`src/rtl/ssp_pkg.sv`:
```
/*
 Package for the serial slave frame port: frame length constants, reset values and the receive state enumeration.
 Assumes a 40 MHz system clock and a master shift clock of at most 5 MHz.
*/
package ssp_pkg;
   // Width of one device frame in bits.
   localparam int unsigned SSP_FRAME_BITS = 16;
   // Extra groups beyond the first frame must be whole multiples of this count.
   localparam int unsigned SSP_GROUP_BITS = 8;
   // Width of the clock pulse counter; long chains wrap modulo 256.
   localparam int unsigned SSP_CNT_W = 8;
   // Reset value of the transmission error flag.
   localparam logic SSP_TXERR_RST = 1'b0;
   // Response word shifted out in the first frame after reset.
   localparam logic [15:0] SSP_FIRST_RESP = 16'h0000;
   // Frame receive states.
   typedef enum logic [1:0] {
      SSP_IDLE = 2'b00,
      SSP_SHIFT = 2'b01,
      SSP_SLEEP = 2'b10
   } ssp_state_type;
endpackage

```
`src/rtl/ssp_frame_port.sv`:
```
/*
 Serial slave frame port: oversamples chip select, shift clock and serial input and exchanges frames MSB first.
 Assumes the master keeps the shift clock low at every chip select edge and a shift clock of at most 5 MHz.
*/
// Notes on behaviour
// - Select fall starts access; exchange while low.
// - Sample on clock fall, drive on rise.
// - Accept 16 plus multiple of 8 pulses.
// - Bad length sets error, discards command.
// - Select high: ignore inputs, output floats.
// - Select fall loads requested response.
// - First output is error OR serial input.
// - Sleep keeps output floating, no transfer.
// - Valid frame end copies shift register out.
// - Frames MSB first, control then data.
// - Response shifted out MSB first on rises.
// - One shift register, 16 clocks per device.
// - Answer comes in the next transfer.
// - First frame after reset is a fixed response.
`timescale 1ns/1ps
`default_nettype none
module ssp_frame_port
   import ssp_pkg::*;
#(
   parameter int unsigned FRAME_BITS = SSP_FRAME_BITS
) (
   input wire logic ref_clk_i,
   input wire logic sys_rst_i,
   input wire logic chip_select_low_i,
   input wire logic sclk_i,
   input wire logic si_i,
   input wire logic sleep_i,
   input wire logic [15:0] resp_word_i,
   input wire logic sw_reset_i,
   output logic so_o,
   output logic so_oe_o,
   output logic [15:0] frame_data_o,
   output logic frame_valid_o,
   output logic frame_error_o,
   output logic resp_load_o,
   output logic transmission_error_flag_o
);
   // The shift register width is fixed by the frame format.
   initial begin
      if (FRAME_BITS != 16) begin
         $error("FRAME_BITS must be 16");
      end
   end
   // Synchroniser stages; the first stage is read only by the second.
   logic [2:0] sync_a;
   logic [2:0] sync_b;
   // Previous synchronised levels for edge detection.
   logic cs_d;
   logic sck_d;
   // Receive state, shift register, pulse count, error flag and output bit.
   ssp_state_type state;
   ssp_state_type next_state;
   logic [15:0] shreg;
   logic [15:0] next_shreg;
   logic [SSP_CNT_W-1:0] cnt;
   logic [SSP_CNT_W-1:0] next_cnt;
   // Transmission error flag: set by a bad length, cleared by a good frame.
   logic tx_err;
   // Next value of the transmission error flag.
   logic next_tx_err;
   logic so_bit;
   logic next_so_bit;
   logic first;
   logic next_first;
   logic [15:0] dout;
   logic [15:0] next_dout;
   logic vld;
   logic next_vld;
   logic err;
   logic next_err;
   logic ld;
   logic next_ld;
   // Synchronised levels and edges.
   logic cs_s;
   logic sck_s;
   logic si_s;
   logic cs_fall;
   logic cs_rise;
   logic sck_fall;
   logic sck_rise;
   logic len_ok;

   // Two flip-flop synchronisers for all pin inputs.
   always_ff @(posedge ref_clk_i) begin
      if (sys_rst_i) begin
         // Idle pin levels: select high, clock low, data low, so no false edge follows reset.
         sync_a <= 3'h4;
         sync_b <= 3'h4;
         cs_d <= 1'b1;
         sck_d <= 1'b0;
      end else begin
         sync_a <= {chip_select_low_i, sclk_i, si_i};
         sync_b <= sync_a;
         cs_d <= sync_b[2];
         sck_d <= sync_b[1];
      end
   end

   assign cs_s = sync_b[2];
   assign sck_s = sync_b[1];
   assign si_s = sync_b[0];
   // Edges of the select line and of the shift clock.
   assign cs_fall = cs_d & ~cs_s;
   assign cs_rise = ~cs_d & cs_s;
   assign sck_fall = sck_d & ~sck_s;
   assign sck_rise = ~sck_d & sck_s;
   // Length check: at least 16 and a whole number of bytes.
   assign len_ok = (cnt >= SSP_CNT_W'(FRAME_BITS)) && (cnt[2:0] == 3'h0);

   // Next state of the receive machine and its datapath.
   always_comb begin
      next_state = state;
      next_shreg = shreg;
      next_cnt = cnt;
      next_tx_err = tx_err;
      next_so_bit = so_bit;
      next_first = first;
      next_dout = dout;
      next_vld = 1'b0;
      next_err = 1'b0;
      next_ld = 1'b0;
      case (state)
         SSP_IDLE: begin
            // Outside a frame clock and data are ignored.
            if (cs_fall) begin
               if (sleep_i) begin
                  next_state = SSP_SLEEP;
               end else begin
                  next_state = SSP_SHIFT;
                  next_cnt = '0;
                  next_ld = 1'b1;
                  // Response of the previous command, or the fixed word after reset.
                  next_shreg = first ? SSP_FIRST_RESP : resp_word_i;
                  next_first = 1'b0;
               end
            end
         end
         SSP_SHIFT: begin
            if (cs_rise) begin
               next_state = SSP_IDLE;
               if (len_ok) begin
                  // Last 16 bits received are handed on.
                  next_dout = shreg;
                  next_vld = 1'b1;
                  next_tx_err = 1'b0;
               end else begin
                  next_tx_err = 1'b1;
                  next_err = 1'b1;
               end
            end else if (sck_fall) begin
               // Serial input enters at the bottom; MSB leaves first.
               next_shreg = {shreg[14:0], si_s};
               next_cnt = cnt + 1'b1;
            end else if (sck_rise) begin
               next_so_bit = shreg[15];
            end
         end
         SSP_SLEEP: begin
            if (cs_rise) begin
               next_state = SSP_IDLE;
            end
         end
         default: begin
            next_state = SSP_IDLE;
         end
      endcase
      // A software reset wins over the load that clears the marker in the same cycle.
      if (sw_reset_i) begin
         next_first = 1'b1;
      end
      // First bit after select falls is error OR serial input.
      if (state == SSP_IDLE && cs_fall && !sleep_i) begin
         next_so_bit = tx_err | si_s;
      end
   end

   // Registers of the receive machine.
   always_ff @(posedge ref_clk_i) begin
      if (sys_rst_i) begin
         state <= SSP_IDLE;
         shreg <= 16'h0000;
         cnt <= '0;
         tx_err <= SSP_TXERR_RST;
         so_bit <= 1'b0;
         first <= 1'b1;
         dout <= 16'h0000;
         vld <= 1'b0;
         err <= 1'b0;
         ld <= 1'b0;
      end else begin
         state <= next_state;
         shreg <= next_shreg;
         cnt <= next_cnt;
         tx_err <= next_tx_err;
         so_bit <= next_so_bit;
         first <= next_first;
         dout <= next_dout;
         vld <= next_vld;
         err <= next_err;
         ld <= next_ld;
      end
   end

   // Output drives only during an active, non-sleep frame.
   assign so_oe_o = (state == SSP_SHIFT);
   assign so_o = so_bit;
   assign frame_data_o = dout;
   assign frame_valid_o = vld;
   assign frame_error_o = err;
   assign resp_load_o = ld;
   assign transmission_error_flag_o = tx_err;
endmodule // ssp_frame_port
`default_nettype wire

```
`config.mk`:
```
export PLATFORM = sky130hd
export DESIGN_NAME = ssp_frame_port
export DESIGN_NICKNAME = d
export VERILOG_FILES = /design/src/rtl/ssp_pkg.sv /design/src/rtl/ssp_frame_port.sv
export SDC_FILE = /design/constraint.sdc
export NUM_CORES = 1
export LEC_CHECK = 0
export ABC_CLOCK_PERIOD_IN_PS = 3350
export BUFFER_PORTS_ARGS = -buffer_cell sky130_fd_sc_hd__clkbuf_2
export CORE_MARGIN = 5
export CORE_UTILIZATION = 50
export CTS_CLUSTER_DIAMETER = 200
export CTS_CLUSTER_SIZE = 12
export DETAILED_ROUTE_END_ITERATION = 16
export HOLD_SLACK_MARGIN = 0.03
export PLACE_DENSITY = 0.71
export SETUP_SLACK_MARGIN = 0.2
export SYNTH_ARGS = -nofsm -noshare
export SYNTH_HDL_FRONTEND = slang
export SYNTH_SLANG_ARGS = --single-unit
```
`constraint.sdc`:
```
create_clock -name ref_clk_i -period 3.35 [get_ports ref_clk_i]
set_clock_uncertainty 0.05 [all_clocks]
set_input_delay 0.5025 -clock ref_clk_i [delete_from_list [all_inputs] [get_ports ref_clk_i]]
set_output_delay 0.5025 -clock ref_clk_i [all_outputs]
set_load 0.05 [all_outputs]
```
# Yosys cells after proc, flatten, opt, wreduce, memory -nomap -nowiden
# Cells that the tools add are included.
# W data, S select, Z words.
[word_totals]
reg_bits = 56
output_inout_bits = 22
in_bits = 23
wordCells = 81
[classes]
n_reduce_logical = 19
n_eq_ne = 9
bitwise_logic = 14
n_mux = 23
addsub = 1
order_cmp = 1
[op_table]
columns = ["cell", "count"]
rows = [
  ["$mux W16", 5],
  ["$mux W8", 4],
  ["$pmux W16 S2", 1],
  ["$pmux W8 S2", 1],
  ["$not A1 Y1", 9],
  ["$add A8 B1 Y8 const B", 1],
  ["$ge A8 B5 Y1 const B", 1],
  ["$mux W1", 8],
  ["$ne A2 B1 Y1 const B", 4],
  ["$mux W2", 3],
  ["$ne A2 B2 Y1 const B", 3],
  ["$reduce_and A3 Y1", 2],
  ["$reduce_bool A2 Y1", 3],
  ["$reduce_or A3 Y1", 2],
  ["$reduce_and A5 Y1", 1],
  ["$and A1 B1 Y1", 4],
  ["$pmux W2 S2", 1],
  ["$reduce_and A2 Y1", 2],
  ["$reduce_and A4 Y1", 1],
  ["$reduce_or A2 Y1", 2],
  ["$logic_and A1 B1 Y1", 3],
  ["$logic_not A3 Y1", 1],
  ["$eq A2 B1 Y1 const B", 1],
  ["$eq A2 B2 Y1 const B", 1],
  ["other kinds (3)", 3],
]

# Depth between registers and ports, before layout
[depth]
ltp_word = 7
depth_mapped = 8
mapped_depth_nobuf = 6

# Worst setup path before layout
# OpenSTA, ideal clock, no wires.
[synth_path]
path_type = "register -> register"
startpoint = "register state[1]"
endpoint = "register shreg[1]"
setup_slack_ns = 1.263
synth_period_minus_slack_ns = 2.087
n_path_buf = 2
required_time_ns = 3.161
t_arrival_ns = 1.898
stages_incl_launch_ff = 9
setup_time_ns = 0.139
cell_sequence = "dfxtp_1 -> inv_1 -> ha_1 -> and2b_1 -> o211a_1 -> buf_4 -> buf_6 -> nor3_1 -> a211oi_2"
[synth_between]
elab_chain_cells = 3
elab_cells_between_ends = 9
classes_between = "eq/ne (5); mux (1); reduce/logical (3)"
[synth_rtl]
columns = ["item", "line", "source"]
rows = [
  ["start: declaration", "ssp_frame_port.sv:56", "ssp_state_type state;"],
  ["start signal: assignment", "ssp_frame_port.sv:196", "state <= next_state;"],
  ["$eq A2 B1 Y1 *", "--", ""],
  ["named net so_oe_o", "ssp_frame_port.sv:36", "output logic so_oe_o,"],
  ["$ne A2 B1 Y1 (no line), or another cell as far along", "--", ""],
  ["$reduce_and A5 Y1 (no line)", "--", ""],
  ["end signal: assignment", "ssp_frame_port.sv:197", "shreg <= next_shreg;"],
  ["end: declaration", "ssp_frame_port.sv:58", "logic [15:0] shreg;"],
]
# Mark *: on every way through the listed nets, which the timed path passes. The rest lies on a longest branch.
# A chain may end at the register's enable or synchronous reset.

# Final worst setup path
[layout_path]
startpoint = "register state[1]"
endpoint = "register cnt[2]"
[layout_between]
elab_chain_cells = 3
elab_cells_between_ends = 9
classes_between = "eq/ne (5); mux (1); reduce/logical (3)"
[layout_rtl]
columns = ["item", "line", "source"]
rows = [
  ["$eq A2 B1 Y1 / $logic_not A2 Y1 (equally long branches)", "ssp_frame_port.sv:127", "case (state)"],
  ["$ne A2 B1 Y1 (no line), or another cell as far along", "--", ""],
  ["$reduce_and A5 Y1 (no line)", "--", ""],
  ["end signal: assignment", "ssp_frame_port.sv:198", "cnt <= next_cnt;"],
  ["end: declaration", "ssp_frame_port.sv:60", "logic [SSP_CNT_W-1:0] cnt;"],
]
# Several ways; a longest one is shown, not always the timed one.

==> flow_metrics.env <==
export IMPL_finalCritPeriodShare_pct=67.8
export IMPL_ys_ff_latch=56
export IMPL_synth_area_um2=2440
export IMPL_drv_slew=0
export IMPL_drc_errors=0
export IMPL_n_fill_cell=414
export IMPL_wl_met2_um=2250
export IMPL_synth_compound_area_share_pct=27.7
export IMPL_cts_tree="yes"
export IMPL_rsz0062_at_grt="false"
export IMPL_cts_clk_slew_worst_paths_ps=100
export IMPL_synth_top_family_by_area="compound AO/OA/AOI/OAI gates"
export IMPL_min_to="sync_a[2]$_SDFF_PP1_"
export IMPL_hp_start="chip_select_low_i"
export IMPL_io_buffer_count=44
export IMPL_met3_length_um=245
export IMPL_r2r_end="cnt[2]$_SDFFE_PP0P_"
export IMPL_std_cell_rows=25
export IMPL_cts_hold_buf=0
export IMPL_fmax_mhz=441
export IMPL_post_cts_resized=0
export IMPL_drtIter0Drc=183
export IMPL_chipWidth_um=79.9
export IMPL_fp_dieArea_um2=6380
export IMPL_worstSetupEndpointType="register"
export IMPL_drt_wirelength_per_cell_um=15.0
export IMPL_powerDensity_nw_per_um2=439
export IMPL_syn_mean_instance_area_um2=10.5
export IMPL_slew_headroom_pct=51.2
export IMPL_cts_root_buf="clkbuf_8"
export IMPL_start_kind="register"
export IMPL_regArea_um2=1120
export IMPL_synth_cell_types=49
export IMPL_setup_ws_ps=1080
export IMPL_nets=297
export IMPL_ant_nets=0
export IMPL_setup_viol=0
export IMPL_grt_pass1_wl_um=8630
export IMPL_synth_adder_area_share_pct=2.05
export IMPL_leakagePower_nw=1.04
export IMPL_max_cap_viol_count=0
export IMPL_status="finished clean"
export IMPL_arrival_ps=2420
export IMPL_io_pins=45
export IMPL_start_util_pct=51.7
export IMPL_gr_total_overflow=0
export IMPL_yosys_area_share_simple_pct=18.2
export IMPL_yosysWarnings=0
export IMPL_whs_path_depth=2
export IMPL_grt_use_total_pct=16.8
export IMPL_numCtsBuffers=5
export IMPL_syn_inst=232
export IMPL_layout_drive_gt1_share_pct=31.7
export IMPL_dpl_hpwl_um=3490
export IMPL_grt_pass1_vias=1804
export IMPL_r2r_start="state[1]$_SDFFE_PP0P_"
export IMPL_vias_per_cell=5.59
export IMPL_power_total_mw=1.22
export IMPL_critical_path_class="register to register"
export IMPL_hp_class="input pin to register"
export IMPL_cts_setup_buffers=0
export IMPL_final_hold_violation_count=0
export IMPL_clock_sinks=56
export IMPL_synth_xor_area_share_pct=0
export IMPL_multi_input_area_um2=1180
export IMPL_wirelength_um=5070
export IMPL_firstDrtPassIters=4
export IMPL_antenna_found_initial=0
export IMPL_worstPathRequired_ps=3500
export IMPL_die_y_um=79.9
export IMPL_clock_latency_ps=310
export IMPL_ys_seq_area_share_pct=45.9
export IMPL_r2r_cells=6
export IMPL_worst_pin_slew_ps=731
export IMPL_coreArea_um2=4720
export IMPL_syn2layout_area_growth_pct=13.7
export IMPL_m1WireLength_um=2520
export IMPL_preCtsSetupSlack_ps=1100
export IMPL_worstPathMaxFanout=18
export IMPL_synthMuxAreaShare_pct=0.410
export IMPL_tns_ps=0
export IMPL_fin_crit_ps=2270
export IMPL_syn_nets=259
export IMPL_gp_congestion=0.738
export IMPL_reg2reg_slack_ps=1080
export IMPL_top_layer="met4"
export IMPL_grt_max_degree=33
export IMPL_clock_path_buffers=2
export IMPL_via_count=1889
export IMPL_antenna_cells=0
export IMPL_ir_worst_vdd_uv=348
export IMPL_ctsHtreeMaxLevel=2
cells by family after synthesis:
family	Yosys count
AOI/OAI and AO/OA	78
and+or+nand+nor	68
DFF	56
buffers and inverters	25
adders and majority gates	4
muxes	1
worst max-delay path: stages (launching register included):
cell and delay [ps]:
dfxtp_1 320, inv_1 90, ha_1 340, and3b_1 300, o211a_1 640, o22ai_1 180, a31o_1 250
metal layers:
layer / up-vias / track usage (%)
met5: - / 0
met4: 0 / 4.05
met3: 4 / 3.50
met2: 51 / 25.2
met1: 893 / 24.6
li1: 941 / -
state kept, by name, indices dropped and copies added (netlist names), 2 cells and up:
register and count:
sync_b 3, shreg 16, frame_data_o 16, cnt 8
sync_a 3, state 2
metrics by stage:
step / instances / area, um^2 / hold slack, ps / util (%)
3_5_place_dp: 330 / 2660 / 351 / 56.4
2_1_floorplan: 232 / 2440 / 339 / -
6_report: 338 / 2780 / 325 / 58.8
4_1_cts: 338 / 2780 / 315 / 58.8
5_1_grt: 338 / 2780 / 329 / 58.8
3_3_place_gp: 330 / 2660 / 351 / 56.4
area by class of cell:
| cell class | instances | area share (%) |
|---|---|---|
| multi-input combinational | 151 | 42.5 |
| clock inverter | 3 | 1.67 |
| timing repair buffer | 47 | 8.74 |
| inverter | 9 | 1.22 |
| sequential | 56 | 40.4 |
| clock buffer | 5 | 2.48 |
| tap | 67 | 3.02 |
synth_stat cells (all sizes together):
cell type	instances	area, um^2
o21bai	1	7.51
inv	8	30.0
and2b	1	7.51
buf	13	95.1
nand3b	1	7.51
nor4	1	12.5
mux2i	1	10.0
or2	4	25.0
o22ai	3	18.8
o21ai	5	25.0
o211ai	2	28.8
ha	4	50.1
a21oi	3	15.0
o32ai	1	8.76
and4	1	10.0
a22o	17	149
or3	4	25.0
o2111ai	1	8.76
and3	1	6.26
nor2	5	23.8
a31oi	1	21.3
nor3b	3	45.1
a31o	1	8.76
a211oi	18	193
dfxtp	56	1120
a211o	2	17.5
clkinv	1	3.75
nor3	19	125
clkbuf	3	11.3
and3b	2	17.5
nor2b	9	63.8
a22oi	22	165
nand2	12	50.1
nand3	5	25.0
o211a	1	10.0
power by group:
part / internal [mW] / switching, mW / leakage (nW)
Sequential: 0.678 / 0.0117 / 0.454
Clock: 0.225 / 0.220 / 0.0548
Combinational: 0.0345 / 0.0500 / 0.534
placed cells by master, fill, tap and decap left out, types with 4 or more instances in the layout:
master    Yosys  final
nor3_2        6      6
a211oi_2      9      9
a22oi_1      22     22
o21ai_1       4      4
nand3_1       5      5
clkbuf_8      0      5
dfxtp_1      56     56
nand2_1      10     10
a211oi_1      8      8
nor3_1       13     13
a22o_1       17     17
clkbuf_2      0     44
or3_1         4      4
inv_1         7      7
nor2b_1       8      8
ha_1          4      4
how the worst max path moves through the flow:
stage                                from                           end  slack (ps)  cells past startpoint
floorplan           state[1]$_SDFFE_PP0P_         shreg[1]$_SDFFE_PP0P_        1260                      8
global placement    state[1]$_SDFFE_PP0P_           cnt[2]$_SDFFE_PP0P_        1180                      6
detailed placement  state[1]$_SDFFE_PP0P_           cnt[2]$_SDFFE_PP0P_        1100                      6
CTS                 state[1]$_SDFFE_PP0P_           cnt[2]$_SDFFE_PP0P_        1090                      6
global route        state[0]$_SDFFE_PP0P_  frame_data_o[2]$_SDFFE_PP0P_         920                      5
finish              state[1]$_SDFFE_PP0P_           cnt[2]$_SDFFE_PP0P_        1080                      6
Power figures use the tool's default switching activity.
